<file path="src/include/mbsf_pkg.sv">
package mbsf_pkg;

  // wishbone register byte offsets
  localparam logic [7:0] MBSF_OFF_CTRL = 8'h00;
  localparam logic [7:0] MBSF_OFF_STAT = 8'h04;
  localparam logic [7:0] MBSF_OFF_BSW = 8'h08;
  localparam logic [7:0] MBSF_OFF_IRQ_STAT = 8'h0c;
  localparam logic [7:0] MBSF_OFF_IRQ_MASK = 8'h10;
  localparam logic [7:0] MBSF_OFF_TIMEOUT = 8'h14;

  // block status word bit positions
  localparam int MBSF_BIT_EOM = 15;
  localparam int MBSF_BIT_SOM = 14;
  localparam int MBSF_BIT_EO = 12;
  localparam int MBSF_BIT_RR = 11;
  localparam int MBSF_BIT_IGE = 10;
  localparam int MBSF_BIT_TM = 9;
  localparam int MBSF_BIT_GDB = 8;

  // response interval select, two bits, reset value
  localparam logic [1:0] MBSF_TSEL_RST = 2'h0;
  // response interval choices in microseconds
  localparam int MBSF_TOUT_US0 = 18;
  localparam int MBSF_TOUT_US1 = 22;
  localparam int MBSF_TOUT_US2 = 50;
  localparam int MBSF_TOUT_US3 = 130;
  localparam int MBSF_CLK_MHZ = 200;
  localparam int MBSF_TCNT_W = 16;
  localparam logic [MBSF_TCNT_W-1:0] MBSF_TOUT_CYC0 = MBSF_TCNT_W'(MBSF_TOUT_US0 * MBSF_CLK_MHZ);
  localparam logic [MBSF_TCNT_W-1:0] MBSF_TOUT_CYC1 = MBSF_TCNT_W'(MBSF_TOUT_US1 * MBSF_CLK_MHZ);
  localparam logic [MBSF_TCNT_W-1:0] MBSF_TOUT_CYC2 = MBSF_TCNT_W'(MBSF_TOUT_US2 * MBSF_CLK_MHZ);
  localparam logic [MBSF_TCNT_W-1:0] MBSF_TOUT_CYC3 = MBSF_TCNT_W'(MBSF_TOUT_US3 * MBSF_CLK_MHZ);

  // interrupt status bits
  localparam int MBSF_IRQ_EOM = 0;
  localparam int MBSF_IRQ_ERR = 1;
  localparam int MBSF_IRQ_W = 2;

  // decoder events for one message
  typedef struct packed {
    logic msg_start;   // valid command starts a monitored message
    logic msg_end;     // message completed
    logic superseded;  // unfinished message replaced by new command
    logic rt_to_rt;    // two contiguous command words seen
    logic gap_err;     // illegal gap, not a timeout
    logic resp_wait;   // status response now expected
    logic resp_seen;   // status response arrived
    logic busy_nodata; // busy status, no data words followed
    logic [5:0] low_err; // status bits 5..0 as set by decoder
    logic cw2_sa_mode; // cw2 error: subaddress all zeros or ones
    logic cw2_same_rt; // cw2 error: same terminal address
    logic cw2_other;   // cw2 error: any other cause
    logic mc_undef_rx; // content error: undefined rx mode code 0..15
    logic mc_other;    // content error: any other cause
  } mbsf_evt_s;

endpackage : mbsf_pkg
</file>
<file path="src/hdl/mbsf_resp_timer.sv">
`timescale 1ns/10ps
module mbsf_resp_timer
  import mbsf_pkg::*;
(
  input wire logic clk_i,
  input wire logic rst_i,
  input wire logic [1:0] sel_i,
  input wire logic start_i,
  input wire logic stop_i,
  output logic expired_o
);

  logic [MBSF_TCNT_W-1:0] cnt_q;
  logic run_q;
  wire logic [MBSF_TCNT_W-1:0] limit;

  // interval picked by the two select bits
  assign limit = (sel_i == 2'h0) ? MBSF_TOUT_CYC0 :
                 (sel_i == 2'h1) ? MBSF_TOUT_CYC1 :
                 (sel_i == 2'h2) ? MBSF_TOUT_CYC2 : MBSF_TOUT_CYC3;
  assign expired_o = run_q && (cnt_q >= limit);

  // counter stops on answer or expiry so it pulses once
  always_ff @(posedge clk_i) begin
    if (rst_i || stop_i || expired_o) begin
      run_q <= 1'b0;
      cnt_q <= '0;
    end else if (start_i) begin
      run_q <= 1'b1;
      cnt_q <= MBSF_TCNT_W'(1);
    end else if (run_q) begin
      cnt_q <= cnt_q + MBSF_TCNT_W'(1);
    end
  end

endmodule : mbsf_resp_timer

</file>
<file path="src/hdl/mbsf_top.sv">
// Design decisions made here: register access over Wishbone and the placing of the registers.
`timescale 1ns/10ps
// Functional notes
// - error flag set on supersede or any of bits 10,9,5..0, with exceptions.
// - cw2 subaddress all zeros or ones alone leaves error flag alone.
// - cw2 same terminal address alone leaves error flag alone.
// - undefined receive mode code 0..15 alone leaves error flag alone.
// - two contiguous command words set the terminal-to-terminal flag.
// - illegal gap sets bit 10; a response timeout does not.
// - missing status within selected interval sets bit 9.
// - good-block flag set when message completes without error.
// - good-block flag cleared when message completes with error.
// - busy status without data words is not an error.
// - end-of-message set at completion, start-of-message cleared together.
module mbsf_top
  import mbsf_pkg::*;
(
  input wire logic clk_i,
  input wire logic rst_i,
  input wire logic cyc_i,
  input wire logic stb_i,
  input wire logic we_i,
  input wire logic [7:0] adr_i,
  input wire logic [3:0] sel_i,
  input wire logic [31:0] dat_i,
  output logic [31:0] dat_o,
  output logic ack_o,
  input wire mbsf_evt_s evt_i,
  output logic [15:0] bsw_o,
  output logic bsw_valid_o,
  output logic irq_o
);

  typedef enum logic [1:0] {
    MBSF_IDLE = 2'b01,
    MBSF_MSG = 2'b10
  } mbsf_state_e;

  mbsf_state_e state_q;
  mbsf_state_e state_d;
  logic [15:0] bsw_q;
  logic [15:0] bsw_d;
  logic valid_q;
  logic [1:0] tsel_q;
  logic enable_q;
  logic [MBSF_IRQ_W-1:0] irq_stat_q;
  logic [MBSF_IRQ_W-1:0] irq_mask_q;
  logic [31:0] rdata;
  wire logic wr;
  wire logic rd;
  wire logic tout;
  wire logic start;
  wire logic cw2_counts;
  wire logic mc_counts;
  wire logic eo_cause;
  wire logic any_err;
  wire logic [MBSF_IRQ_W-1:0] irq_evt;
  wire logic [MBSF_IRQ_W-1:0] w1c;

  mbsf_wb_slave u_wb (
    .clk_i(clk_i),
    .rst_i(rst_i),
    .cyc_i(cyc_i),
    .stb_i(stb_i),
    .we_i(we_i),
    .adr_i(adr_i),
    .sel_i(sel_i),
    .rdata_i(rdata),
    .ack_o(ack_o),
    .dat_o(dat_o),
    .wr_o(wr),
    .rd_o(rd)
  );

  // response timeout, armed when a status answer is expected
  mbsf_resp_timer u_tmr (
    .clk_i(clk_i),
    .rst_i(rst_i),
    .sel_i(tsel_q),
    .start_i(evt_i.resp_wait && state_q == MBSF_MSG),
    .stop_i(evt_i.resp_seen || evt_i.msg_end || start),
    .expired_o(tout)
  );

  // a new command starts a record only from idle while enabled; during a message it only stops the timer
  assign start = enable_q && evt_i.msg_start;
  // exempt cw2 and mode code causes only count when another cause is present
  assign cw2_counts = evt_i.cw2_other;
  assign mc_counts = evt_i.mc_other;
  assign eo_cause = evt_i.superseded || evt_i.gap_err || tout ||
                    (|evt_i.low_err[5:2]) || cw2_counts || mc_counts;
  // busy without data is never flagged by the decoder; not an error here either
  assign any_err = bsw_q[MBSF_BIT_EO] || eo_cause;

  // status word next value
  always_comb begin
    bsw_d = bsw_q;
    state_d = state_q;
    unique case (state_q)
      MBSF_IDLE: begin
        if (start) begin
          bsw_d = '0;
          bsw_d[MBSF_BIT_SOM] = 1'b1;
          state_d = MBSF_MSG;
        end
      end
      MBSF_MSG: begin
        bsw_d[5:0] = bsw_q[5:0] | evt_i.low_err;
        if (evt_i.rt_to_rt) begin
          bsw_d[MBSF_BIT_RR] = 1'b1;
        end
        if (evt_i.gap_err && !tout) begin
          bsw_d[MBSF_BIT_IGE] = 1'b1;
        end
        if (tout) begin
          bsw_d[MBSF_BIT_TM] = 1'b1;
        end
        if (eo_cause) begin
          bsw_d[MBSF_BIT_EO] = 1'b1;
        end
        if (evt_i.msg_end || evt_i.superseded) begin
          bsw_d[MBSF_BIT_EOM] = 1'b1;
          bsw_d[MBSF_BIT_SOM] = 1'b0;
          bsw_d[MBSF_BIT_GDB] = !any_err && !evt_i.superseded;
          bsw_d[MBSF_BIT_EO] = any_err || evt_i.superseded;
          state_d = MBSF_IDLE;
        end
      end
    endcase
  end

  always_ff @(posedge clk_i) begin
    if (rst_i) begin
      state_q <= MBSF_IDLE;
      bsw_q <= '0;
      valid_q <= 1'b0;
    end else begin
      state_q <= state_d;
      bsw_q <= bsw_d;
      valid_q <= (state_q == MBSF_MSG) && (state_d == MBSF_IDLE);
    end
  end

  assign bsw_o = bsw_q;
  assign bsw_valid_o = valid_q;

  // sticky interrupt bits; a set in the clearing cycle wins
  assign irq_evt[MBSF_IRQ_EOM] = valid_q;
  assign irq_evt[MBSF_IRQ_ERR] = valid_q && bsw_q[MBSF_BIT_EO];
  assign w1c = (wr && adr_i == MBSF_OFF_IRQ_STAT) ? dat_i[MBSF_IRQ_W-1:0] : '0;
  assign irq_o = |(irq_stat_q & irq_mask_q);

  always_ff @(posedge clk_i) begin
    if (rst_i) begin
      irq_stat_q <= '0;
      irq_mask_q <= '0;
      tsel_q <= MBSF_TSEL_RST;
      enable_q <= 1'b1;
    end else begin
      irq_stat_q <= (irq_stat_q & ~w1c) | irq_evt;
      irq_mask_q <= (wr && adr_i == MBSF_OFF_IRQ_MASK) ? dat_i[MBSF_IRQ_W-1:0] : irq_mask_q;
      tsel_q <= (wr && adr_i == MBSF_OFF_TIMEOUT) ? dat_i[15:14] : tsel_q;
      enable_q <= (wr && adr_i == MBSF_OFF_CTRL) ? dat_i[0] : enable_q;
    end
  end

  // read multiplexer; unmapped offsets read zero
  always_comb begin
    rdata = '0;
    if (rd) begin
      unique case (adr_i)
        MBSF_OFF_CTRL: rdata = {31'h0, enable_q};
        MBSF_OFF_STAT: rdata = {30'h0, state_q};
        MBSF_OFF_BSW: rdata = {16'h0, bsw_q};
        MBSF_OFF_IRQ_STAT: rdata = {30'h0, irq_stat_q};
        MBSF_OFF_IRQ_MASK: rdata = {30'h0, irq_mask_q};
        MBSF_OFF_TIMEOUT: rdata = {16'h0, tsel_q, 14'h0};
        default: rdata = '0;
      endcase
    end
  end

  a_rr_flag: assert property (@(posedge clk_i) disable iff (rst_i)
    (state_q == MBSF_MSG && evt_i.rt_to_rt) |=> bsw_q[MBSF_BIT_RR])
    else $error("rt flag not set");
  a_eom_som: assert property (@(posedge clk_i) disable iff (rst_i)
    valid_q |-> (bsw_q[MBSF_BIT_EOM] && !bsw_q[MBSF_BIT_SOM]))
    else $error("end flags wrong");
  a_good_err: assert property (@(posedge clk_i) disable iff (rst_i)
    valid_q |-> (bsw_q[MBSF_BIT_GDB] != bsw_q[MBSF_BIT_EO]))
    else $error("good and error flags agree");
  a_start_clean: assert property (@(posedge clk_i) disable iff (rst_i)
    (state_q == MBSF_IDLE && start) |=> (bsw_q[12:0] == 13'h0 && bsw_q[MBSF_BIT_SOM]))
    else $error("record not cleared");
  a_exempt_eo: assert property (@(posedge clk_i) disable iff (rst_i)
    (state_q == MBSF_MSG && !bsw_q[MBSF_BIT_EO] && !eo_cause) |=> !bsw_q[MBSF_BIT_EO])
    else $error("error flag without cause");
  a_tout_eo: assert property (@(posedge clk_i) disable iff (rst_i)
    (state_q == MBSF_MSG && tout) |=> (bsw_q[MBSF_BIT_TM] && bsw_q[MBSF_BIT_EO] && !bsw_q[MBSF_BIT_IGE]))
    else $error("timeout flags wrong");
  a_gap_flag: assert property (@(posedge clk_i) disable iff (rst_i)
    (state_q == MBSF_MSG && evt_i.gap_err && !tout) |=> bsw_q[MBSF_BIT_IGE])
    else $error("gap flag not set");
  a_irq_level: assert property (@(posedge clk_i) disable iff (rst_i)
    $rose(valid_q) && irq_mask_q[MBSF_IRQ_EOM] |=> irq_o)
    else $error("irq not raised");
  c_good_msg: cover property (@(posedge clk_i) valid_q && bsw_q[MBSF_BIT_GDB]);
  c_err_msg: cover property (@(posedge clk_i) valid_q && bsw_q[MBSF_BIT_EO]);
  c_rr_msg: cover property (@(posedge clk_i) valid_q && bsw_q[MBSF_BIT_RR]);
  c_tout: cover property (@(posedge clk_i) tout);

endmodule : mbsf_top

</file>
<file path="src/hdl/mbsf_wb_slave.sv">
`timescale 1ns/10ps
module mbsf_wb_slave
  import mbsf_pkg::*;
(
  input wire logic clk_i,
  input wire logic rst_i,
  input wire logic cyc_i,
  input wire logic stb_i,
  input wire logic we_i,
  input wire logic [7:0] adr_i,
  input wire logic [3:0] sel_i,
  input wire logic [31:0] rdata_i,
  output logic ack_o,
  output logic [31:0] dat_o,
  output logic wr_o,
  output logic rd_o
);

  logic ack_q;
  logic [31:0] dat_q;
  wire logic req;

  // one wait state, ack drops the cycle after it was given
  assign req = cyc_i && stb_i && !ack_q;
  assign wr_o = req && we_i && sel_i[0];
  assign rd_o = req && !we_i;
  assign ack_o = ack_q;
  assign dat_o = dat_q;

  always_ff @(posedge clk_i) begin
    if (rst_i) begin
      ack_q <= 1'b0;
      dat_q <= '0;
    end else begin
      ack_q <= req;
      dat_q <= req ? rdata_i : dat_q;
    end
  end

endmodule : mbsf_wb_slave

</file>
<file path="config.mk">
export PLATFORM = sky130hd
export DESIGN_NAME = mbsf_top
export DESIGN_NICKNAME = d
export VERILOG_FILES = /design/src/include/mbsf_pkg.sv /design/src/hdl/mbsf_resp_timer.sv /design/src/hdl/mbsf_top.sv /design/src/hdl/mbsf_wb_slave.sv
export SDC_FILE = /design/constraint.sdc
export NUM_CORES = 1
export LEC_CHECK = 0
export BUFFER_PORTS_ARGS = -buffer_cell sky130_fd_sc_hd__buf_2
export CAP_MARGIN = 30
export CORE_UTILIZATION = 43
export CTS_BUF_LIST = sky130_fd_sc_hd__clkbuf_2
export CTS_CLUSTER_DIAMETER = 80
export DETAILED_ROUTE_END_ITERATION = 8
export PLACE_DENSITY = 0.82
export SYNTH_ARGS = -nofsm -noshare
export SYNTH_HDL_FRONTEND = slang
export SYNTH_SLANG_ARGS = --single-unit
</file>
<file path="constraint.sdc">
create_clock -name clk_i -period 4.3 [get_ports clk_i]
set_input_delay 0.43 -clock clk_i [delete_from_list [all_inputs] [get_ports clk_i]]
set_output_delay 0.43 -clock clk_i [all_outputs]
set_load 0.05 [all_outputs]
</file>
Word-level counts from Yosys, hierarchy flattened
Cells that the tools add are included.
Storage, ports and cells
  output and inout port bits: 51
  logic and storage cells: 106
  register bits: 73
Operators by class
  $add $sub $neg: 1
  multiplexer cells: 22
  equality and inequality tests: 16
  $lt $le $gt $ge: 1
  bitwise logic cells: 5
  reductions and logical operators: 44
Operator list (count)
  $pmux W16 S6: 1
  $mux W16: 4
  $add A16 B1 Y16 const B: 1
  $eq A8 B4 Y1 const B: 2
  $eq A8 B5 Y1 const B: 2
  $ge A16 B16 Y1: 1
  $logic_and A1 B1 Y1: 16
  $mux W15: 1
  $logic_or A1 B1 Y1: 12
  $pmux W6 S2: 1
  $pmux W5 S2: 1
  $reduce_and A2 Y1: 5
  $eq A8 B3 Y1 const B: 1
  $logic_not A8 Y1: 1
  $mux W1: 8
  $mux W2: 4
  $pmux W2 S2: 2
  $eq A2 B1 Y1 const B: 3
  $ne A2 B2 Y1 const B: 3
  $or A6 B6 Y6: 1
  $logic_not A1 Y1: 5
  $and A2 B2 Y2: 2
  $eq A2 B2 Y1 const B: 2
  $ne A2 B1 Y1 const B: 2
  other kinds (7): 8

Longest topological paths before layout
Gate-level depths: netlist of the first run.
  depth after elaboration: 15
  mapped depth: 11
  mapped depth without buffers: 10

By module
From an unflattened synthesis of the first run, not the netlist that was laid out.
Second synthesis, totals
  cells, all modules: 406
  area total of the unflattened synthesis: 3707.3 µm²
Modules (own cells, without submodules)
  mbsf_wb_slave: instances 1, area an instance 1507.7 µm², cells an instance 144
  mbsf_top: instances 1, area an instance 1177.4 µm², cells an instance 145
  mbsf_resp_timer: instances 1, area an instance 1022.2 µm², cells an instance 117

Worst setup path before layout of the first run
OpenSTA, ideal clock, no wires.
  path kind: reg-to-reg
  start point: register tsel_q[1]
  end point: register u_tmr.cnt_q[10]
  library setup time: 117 ps
  clock period less this slack: 2281 ps
  slack: 2019 ps
  cell stages (with the launch flop): 10
  buffers on the path: 1
  arrival: 2164 ps
  data required time: 4183 ps
  path through: dfxtp_1 -> or2_2 -> ha_1 -> nand2_1 -> nor4_1 -> o2111ai_1 -> a31oi_2 -> nand3b_1 -> buf_2 -> nor2_1
On the way
  word-level cells in the longest chain between the ends: 8
  elaborated cells on any way between the ends: 10
RTL lines
  from (decl): line mbsf_top.sv:44  | logic [1:0] tsel_q;
  from (signal assigned): line mbsf_top.sv:162  | tsel_q <= (wr && adr_i == MBSF_OFF_TIMEOUT) ? dat_i[15:14] : tsel_q;
  $eq A2 B2 Y1: line mbsf_resp_timer.sv:20  | (sel_i == 2'h2) ? MBSF_TOUT_CYC2 : MBSF_TOUT_CYC3;
  $mux W15: line mbsf_resp_timer.sv:20
  $mux W16: line mbsf_resp_timer.sv:19  | (sel_i == 2'h1) ? MBSF_TOUT_CYC1 :
  $mux W16 *: line mbsf_resp_timer.sv:18  | assign limit = (sel_i == 2'h0) ? MBSF_TOUT_CYC0 :
  $ge A16 B16 Y1 *: line mbsf_resp_timer.sv:21  | assign expired_o = run_q && (cnt_q >= limit);
  $logic_and A1 B1 Y1 *: line mbsf_resp_timer.sv:21
  $logic_or A1 B1 Y1 *: line mbsf_resp_timer.sv:25  | if (rst_i || stop_i || expired_o) begin
  $reduce_or A2 Y1 (no source line) *
  to (signal assigned): line mbsf_resp_timer.sv:32  | cnt_q <= cnt_q + MBSF_TCNT_W'(1);
  to (decl): line mbsf_resp_timer.sv:13  | logic [MBSF_TCNT_W-1:0] cnt_q;
Mark *: on every way between the ends. The rest lies on a longest branch, timed or not.
A chain may end at the register's enable or synchronous reset.

Final worst setup path of the first run
  start point: register tsel_q[1]
  end point: register u_tmr.cnt_q[7]
The elaborated chain is that of the path after synthesis.

==> results of run 1 <==
-- power by group --
part	leakage [nW]	internal (mW)	switching [mW]	total [mW]
Clock	0.0365	0.0934	0.150	0.243
Sequential	0.436	0.507	0.00527	0.513
Combinational	0.747	0.0236	0.0864	0.110
-- cell usage in the layout, fill, tap and decap left out, types with 7 or more instances in the layout --
cell type / instances
buf_2: 61
nor2_1: 57
dfxtp_1: 54
nand2_1: 22
conb_1: 22
a21oi_1: 17
a22oi_1: 15
ha_1: 11
inv_1: 10
xor2_1: 10
nand3_1: 7
-- through the flow --
step | total power [mW] | worst slack, ns
after global routing | 0.898 | 1.31
after CTS | 0.870 | 1.56
after detailed placement | 0.631 | 1.62
final | 0.866 | 1.59
after global placement | 0.630 | 1.65
after floorplan | 0.618 | 2.02
-- layer usage --
| layer | up-vias | routed length [um] |
|---|---|---|
| li1 | 1114 | - |
| met1 | 1088 | 2450 |
| met2 | 71 | 2700 |
| met3 | 12 | 305 |
| met4 | 0 | 101 |
| met5 | - | 0 |
-- worst max-delay path: cells and delay by family, from the launching register on --
kind | cells | cell delay, ns
flip-flops | 1 | 0.42
AO/OA/AOI/OAI | 2 | 0.57
adder cells (fa/ha/maj) | 1 | 0.30
AND/OR/NAND/NOR | 5 | 1.31
-- cells by family after synthesis --
kind of cell	after synthesis	synth area share [%]
AO/OA/AOI/OAI	53	14.5
XOR/XNOR	14	4.75
flip-flops	54	41.9
adder cells (fa/ha/maj)	11	5.33
multiplexers	7	3.20
buffers and inverters	40	9.06
AND/OR/NAND/NOR	118	21.1
other	1	0.145
-- final cells by class --
type / instances / area (um2) / area share (%)
multi-input combinational: 225 / 1350 / 46.1
inverter: 10 / 37.5 / 1.29
tap: 72 / 90.1 / 3.09
timing repair buffer: 61 / 305 / 10.5
clock inverter: 2 / 33.8 / 1.16
clock buffer: 5 / 25.0 / 0.858
sequential: 54 / 1080 / 37.0
-- flip-flops by register name (all words and copies together), names as in the netlist --
register / count
enable_q: 1
u_tmr.cnt_q: 16
state_q: 2
bsw_valid_o: 1
irq_stat_q: 2
tsel_q: 2
u_tmr.run_q: 1
u_wb.ack_o: 1
bsw_o: 13
irq_mask_q: 2
u_wb.dat_o: 13
-- worst paths after layout --
kind              from             end  cells after the start
max          tsel_q[1]  u_tmr.cnt_q[7]                      8
min          evt_i[15]       bsw_o[11]                      3
max reg2reg  tsel_q[1]  u_tmr.cnt_q[7]                      8
min reg2reg  bsw_o[10]       bsw_o[10]                      2
==> impl_metrics.ini, run 1 <==
[run_status]
run_status = completed

[global_route]
antenna_found_initial = 0
use_met2_pct = 32.9
grt_pass1_vias = 2148
global_route.usage.met1_pct = 22.3
globalRouteOverflowTotal = 0
grt_pass1_wl_um = 9440
gr-usage-all-layers_pct = 18.9
use_met3_pct = 4.69
grt_max_degree = 31
grt-busiest-layer = met2

[detailed_routing]
dr.pass1.iters = 4
via_per_inst = 5.33
drcViolationCount = 0
num_vias = 2285
ant_nets = 0
route.final.wire_length_um = 5560
wl_per_cell_um = 13.0
drt_iter0_markers = 72

[sta]
setup_violations = 0
worst-slew-pin-transition_ns = 0.983
slew_viol_final = 0
clock_skew_ns = 0.0174
fin_crit_ns = 2.71
max_freq_mhz = 369
hold_slack_ns = 0.197
tns_ns = 0
slew_headroom_pct = 32.8
final-hold-violation-count = 0
rsz0062_at_grt = false
timing.final.crit_share_pct = 63.1

[placement]
dp.cells = 422
port_buffers = 61
place_area_um2 = 2860
gp_congestion = 0.833
hpwl_um = 4240

[critical_path]
rrSetupSlack_ns = 1.59
cp.arrival_ns = 3.04
cp_cell_sequence = or2_2 > ha_1 > nand2_1 > nor4_1 > o2111ai_1 > a31oi_2 > nand3b_1 > nor2_1
slowest_stage = nand3b_1
path_class = reg2reg
cp-start-kind = flip-flop
crit_fanout = 15
end_kind = flip-flop
crit_required_ns = 4.63
slowest_delay_ns = 0.51

[final_layout]
utilization_pct = 51.7
fin_nets = 436
stdcell_count = 429
diodes = 0
syn2layout_area_growth_pct = 13.0
post_route_cells_drive_above_1_share_pct = 20.2
final_area_um2 = 2920
fillers = 517

[clock_tree]
cts_made_buffers = 5
cts.path.max_buffers = 2
post-cts-setup-buffers = 0
holdBufCountCts = 0
cts_tree = built
h-tree-depth = 2
clk_latency_ns = 0.44
path_clk_slew_ns = 0.25
cts_resized = 0
cts_root_buf = clkbuf_2
clkSinkCount = 54

[logic_synthesis]
ys_seq_elements = 54
synthArstFlopShare_pct = 0
synth_warnings = 0
ys_seq_area_share_pct = 41.9
synth_top_cells_by_count = 57 x nor2_1, 54 x dfxtp_1, 22 x buf_4, 22 x nand2_1, 17 x a21oi_1
synth_flop_cell = dfxtp_1
synthCells = 298
synth_edf_count = 0
syn-cell-area_um2 = 2580
synth.most_common_cell = nor2_1
yosys-top-cells-area = dfxtp_1 42%, nor2_1 8.3%, buf_4 6.4%, ha_1 5.3%, a22oi_1 4.4%
yosysTopAreaCell = dfxtp_1
yosysTopAreaCellShare_pct = 41.9
ys_types = 46
syn_area_per_cell_um2 = 8.66

[die]
initial_core_util_pct = 45.8
design.core.area_um2 = 5640
std_cell_rows = 27
dieArea_um2 = 6320
die_h_um = 79.5
fp.dieW_um = 79.5
io_pins = 119

[worst_hold_path]
hold_path.class = in2reg

[power]
vdd_ir_drop_max_mv = 0.231
p_leak_nw = 1.22
power_density_nw_per_um2 = 297

[run]
cap_violations = 0
Note: power is estimated with default switching activity, not from simulation.
==> run 2, diff against run 1 <==
==> constraint.sdc (replaced) <==
create_clock -name clk_i -period 2.8 [get_ports clk_i]
set_input_delay 0.28 -clock clk_i [delete_from_list [all_inputs] [get_ports clk_i]]
set_output_delay 0.28 -clock clk_i [all_outputs]
set_load 0.05 [all_outputs]
==> run 2 against run 1 <==
Compared with the run above:
- combinational power up 57%
- final cell count increased by 1.2%
- power increased by 66%
- first-iteration DRC count rose by 13%
- core utilization rose by 1.1 points
- worst setup slack worse by 1.3 ns
- die area unchanged
- register-to-register slack worse by 1.3 ns
- clock power rose by 96%
- count of clock-buffer cells in the layout is the same
- critical path type unchanged
- largest cell class unchanged
==> impl_metrics.ini, run 2 (synthesis gave the netlist of run 1 again) <==
[detailed_routing]
route.final.wire_length_um = 5820
dr.pass1.iters = 4
drt_iter0_markers = 81
num_vias = 2268
via_per_inst = 5.23
drcViolationCount = 0
ant_nets = 0
wl_per_cell_um = 13.4

[sta]
tns_ns = 0
fin_crit_ns = 2.55
rsz0062_at_grt = false
final-hold-violation-count = 0
timing.final.crit_share_pct = 90.9
setup_violations = 0
slew_viol_final = 0
worst-slew-pin-transition_ns = 1.08
clock_skew_ns = 0.0247
slew_headroom_pct = 26.2
max_freq_mhz = 393

[power]
power_density_nw_per_um2 = 482
p_int_mw = 1.05
power_switching_share_pct = 26.5
pwr-share-clk_pct = 33.2
switchingPower_mw = 0.381
vdd_ir_drop_max_mv = 0.386
combPwrFrac_pct = 12.0
power_frac_seq_pct = 54.8
p_leak_nw = 1.25

[final_layout]
largest_register_ffs = 16
final_common_cell = buf_2
top_register = u_tmr.cnt_q
diodes = 0
fillers = 503
syn2layout_area_growth_pct = 15.4
most-common-layout-cells = 61 x buf_2, 57 x nor2_1, 54 x dfxtp_1, 22 x nand2_1, 22 x conb_1
final_area_um2 = 2980
fin_nets = 440
post_route_cells_drive_above_1_share_pct = 21.3

[critical_path]
rr_startpoint = tsel_q[0]
rrSetupSlack_ns = 0.25
crit_required_ns = 3.18
cp-start-kind = flip-flop
r2r_cells = 8
reg2reg_to = bsw_o[8]
cp.arrival_ns = 2.92
path_class = reg2reg
end_kind = flip-flop
crit_fanout = 8

[die]
design.core.area_um2 = 5640
die_h_um = 79.5
initial_core_util_pct = 45.8
fp.dieW_um = 79.5
io_pins = 119
dieArea_um2 = 6320
std_cell_rows = 27

[clock_tree]
clk_latency_ns = 0.44
cts_root_buf = clkbuf_2
cts_made_buffers = 5
cts_tree = built
cts_resized = 0
post-cts-setup-buffers = 0
path_clk_slew_ns = 0.26
holdBufCountCts = 0
h-tree-depth = 2
clkSinkCount = 54
cts.path.max_buffers = 2

[global_route]
grt_max_degree = 31
grt_pass1_wl_um = 9620
grt_pass1_vias = 2100
globalRouteOverflowTotal = 0
antenna_found_initial = 0
gr-usage-all-layers_pct = 19.4

[placement]
place_area_um2 = 2890
hpwl_um = 4420
gp_congestion = 0.838
port_buffers = 61

[run_status]
run_status = completed

[worst_hold_path]
whs_endpoint = bsw_o[4]
worstHoldStart = evt_i[9]
hold_depth = 3
hold_path.class = in2reg

[run]
cap_violations = 0
-- run 2: cell count changes in the layout (fill, tap and decap cells not counted) --
cell / delta
buf_4: +4
bufinv_16: +1
-- run 2: cell type report --
class	instances	area, um2	share of cell area (%)
clock inverters	3	63.8	2.14
multi-input cells	225	1350	45.2
clock buffers	5	25.0	0.840
repair buffers	65	335	11.3
well taps	72	90.1	3.03
flip-flops and latches	54	1080	36.3
inverters	10	37.5	1.26
-- run 2: critical path, cell delays in order, from the launching register on --
cell,delay [ns]
dfxtp_1,0.50
nand2_1,0.14
ha_1,0.30
a2111oi_2,0.36
nor4_1,0.08
o2111ai_1,0.24
a31oi_2,0.21
or4_1,0.50
a21oi_1,0.14
-- run 2: worst max-delay path by stage --
stage / start / cells after the start / to / slack, ns
after detailed placement: tsel_q[0] / 8 / bsw_o[8] / 0.34
after floorplan: tsel_q[1] / 9 / u_tmr.cnt_q[10] / 0.52
after global placement: tsel_q[0] / 8 / bsw_o[8] / 0.34
after CTS: tsel_q[0] / 8 / bsw_o[8] / 0.26
after global routing: tsel_q[0] / 8 / bsw_o[8] / 0.005
final: tsel_q[0] / 8 / bsw_o[8] / 0.25
-- run 2: per-stage QoR --
stage                     cells  utilization [%]  power, mW  hold slack, ns  worst slack, ns
final                       434             52.8       1.44          0.0485            0.254
after global routing        434             52.8       1.49          0.0311          0.00461
after CTS                   434             52.8       1.45          0.0339            0.258
after detailed placement    426             51.2      0.973           0.465            0.343
after global placement      426             51.2      0.969           0.451            0.342
after floorplan             319                -      0.949           0.421            0.519
-- run 2: power groups by stage --
stage | combinational (mW) | clock, mW | sequential, mW
after global placement | 0.168 | 0 | 0.801
after global routing | 0.184 | 0.511 | 0.790
after CTS | 0.172 | 0.486 | 0.787
after detailed placement | 0.172 | 0 | 0.801
after floorplan | 0.133 | 0 | 0.816
final | 0.173 | 0.476 | 0.787
-- run 2: per-layer routing --
layer | part of all wire, % | global-route usage [%] | up-vias
li1 | - | - | 1123
met1 | 43 | 23.5 | 1055
met2 | 49 | 32.8 | 77
met3 | 5.6 | 4.57 | 13
met4 | 2.2 | 7.82 | 0
met5 | 0 | 0 | -
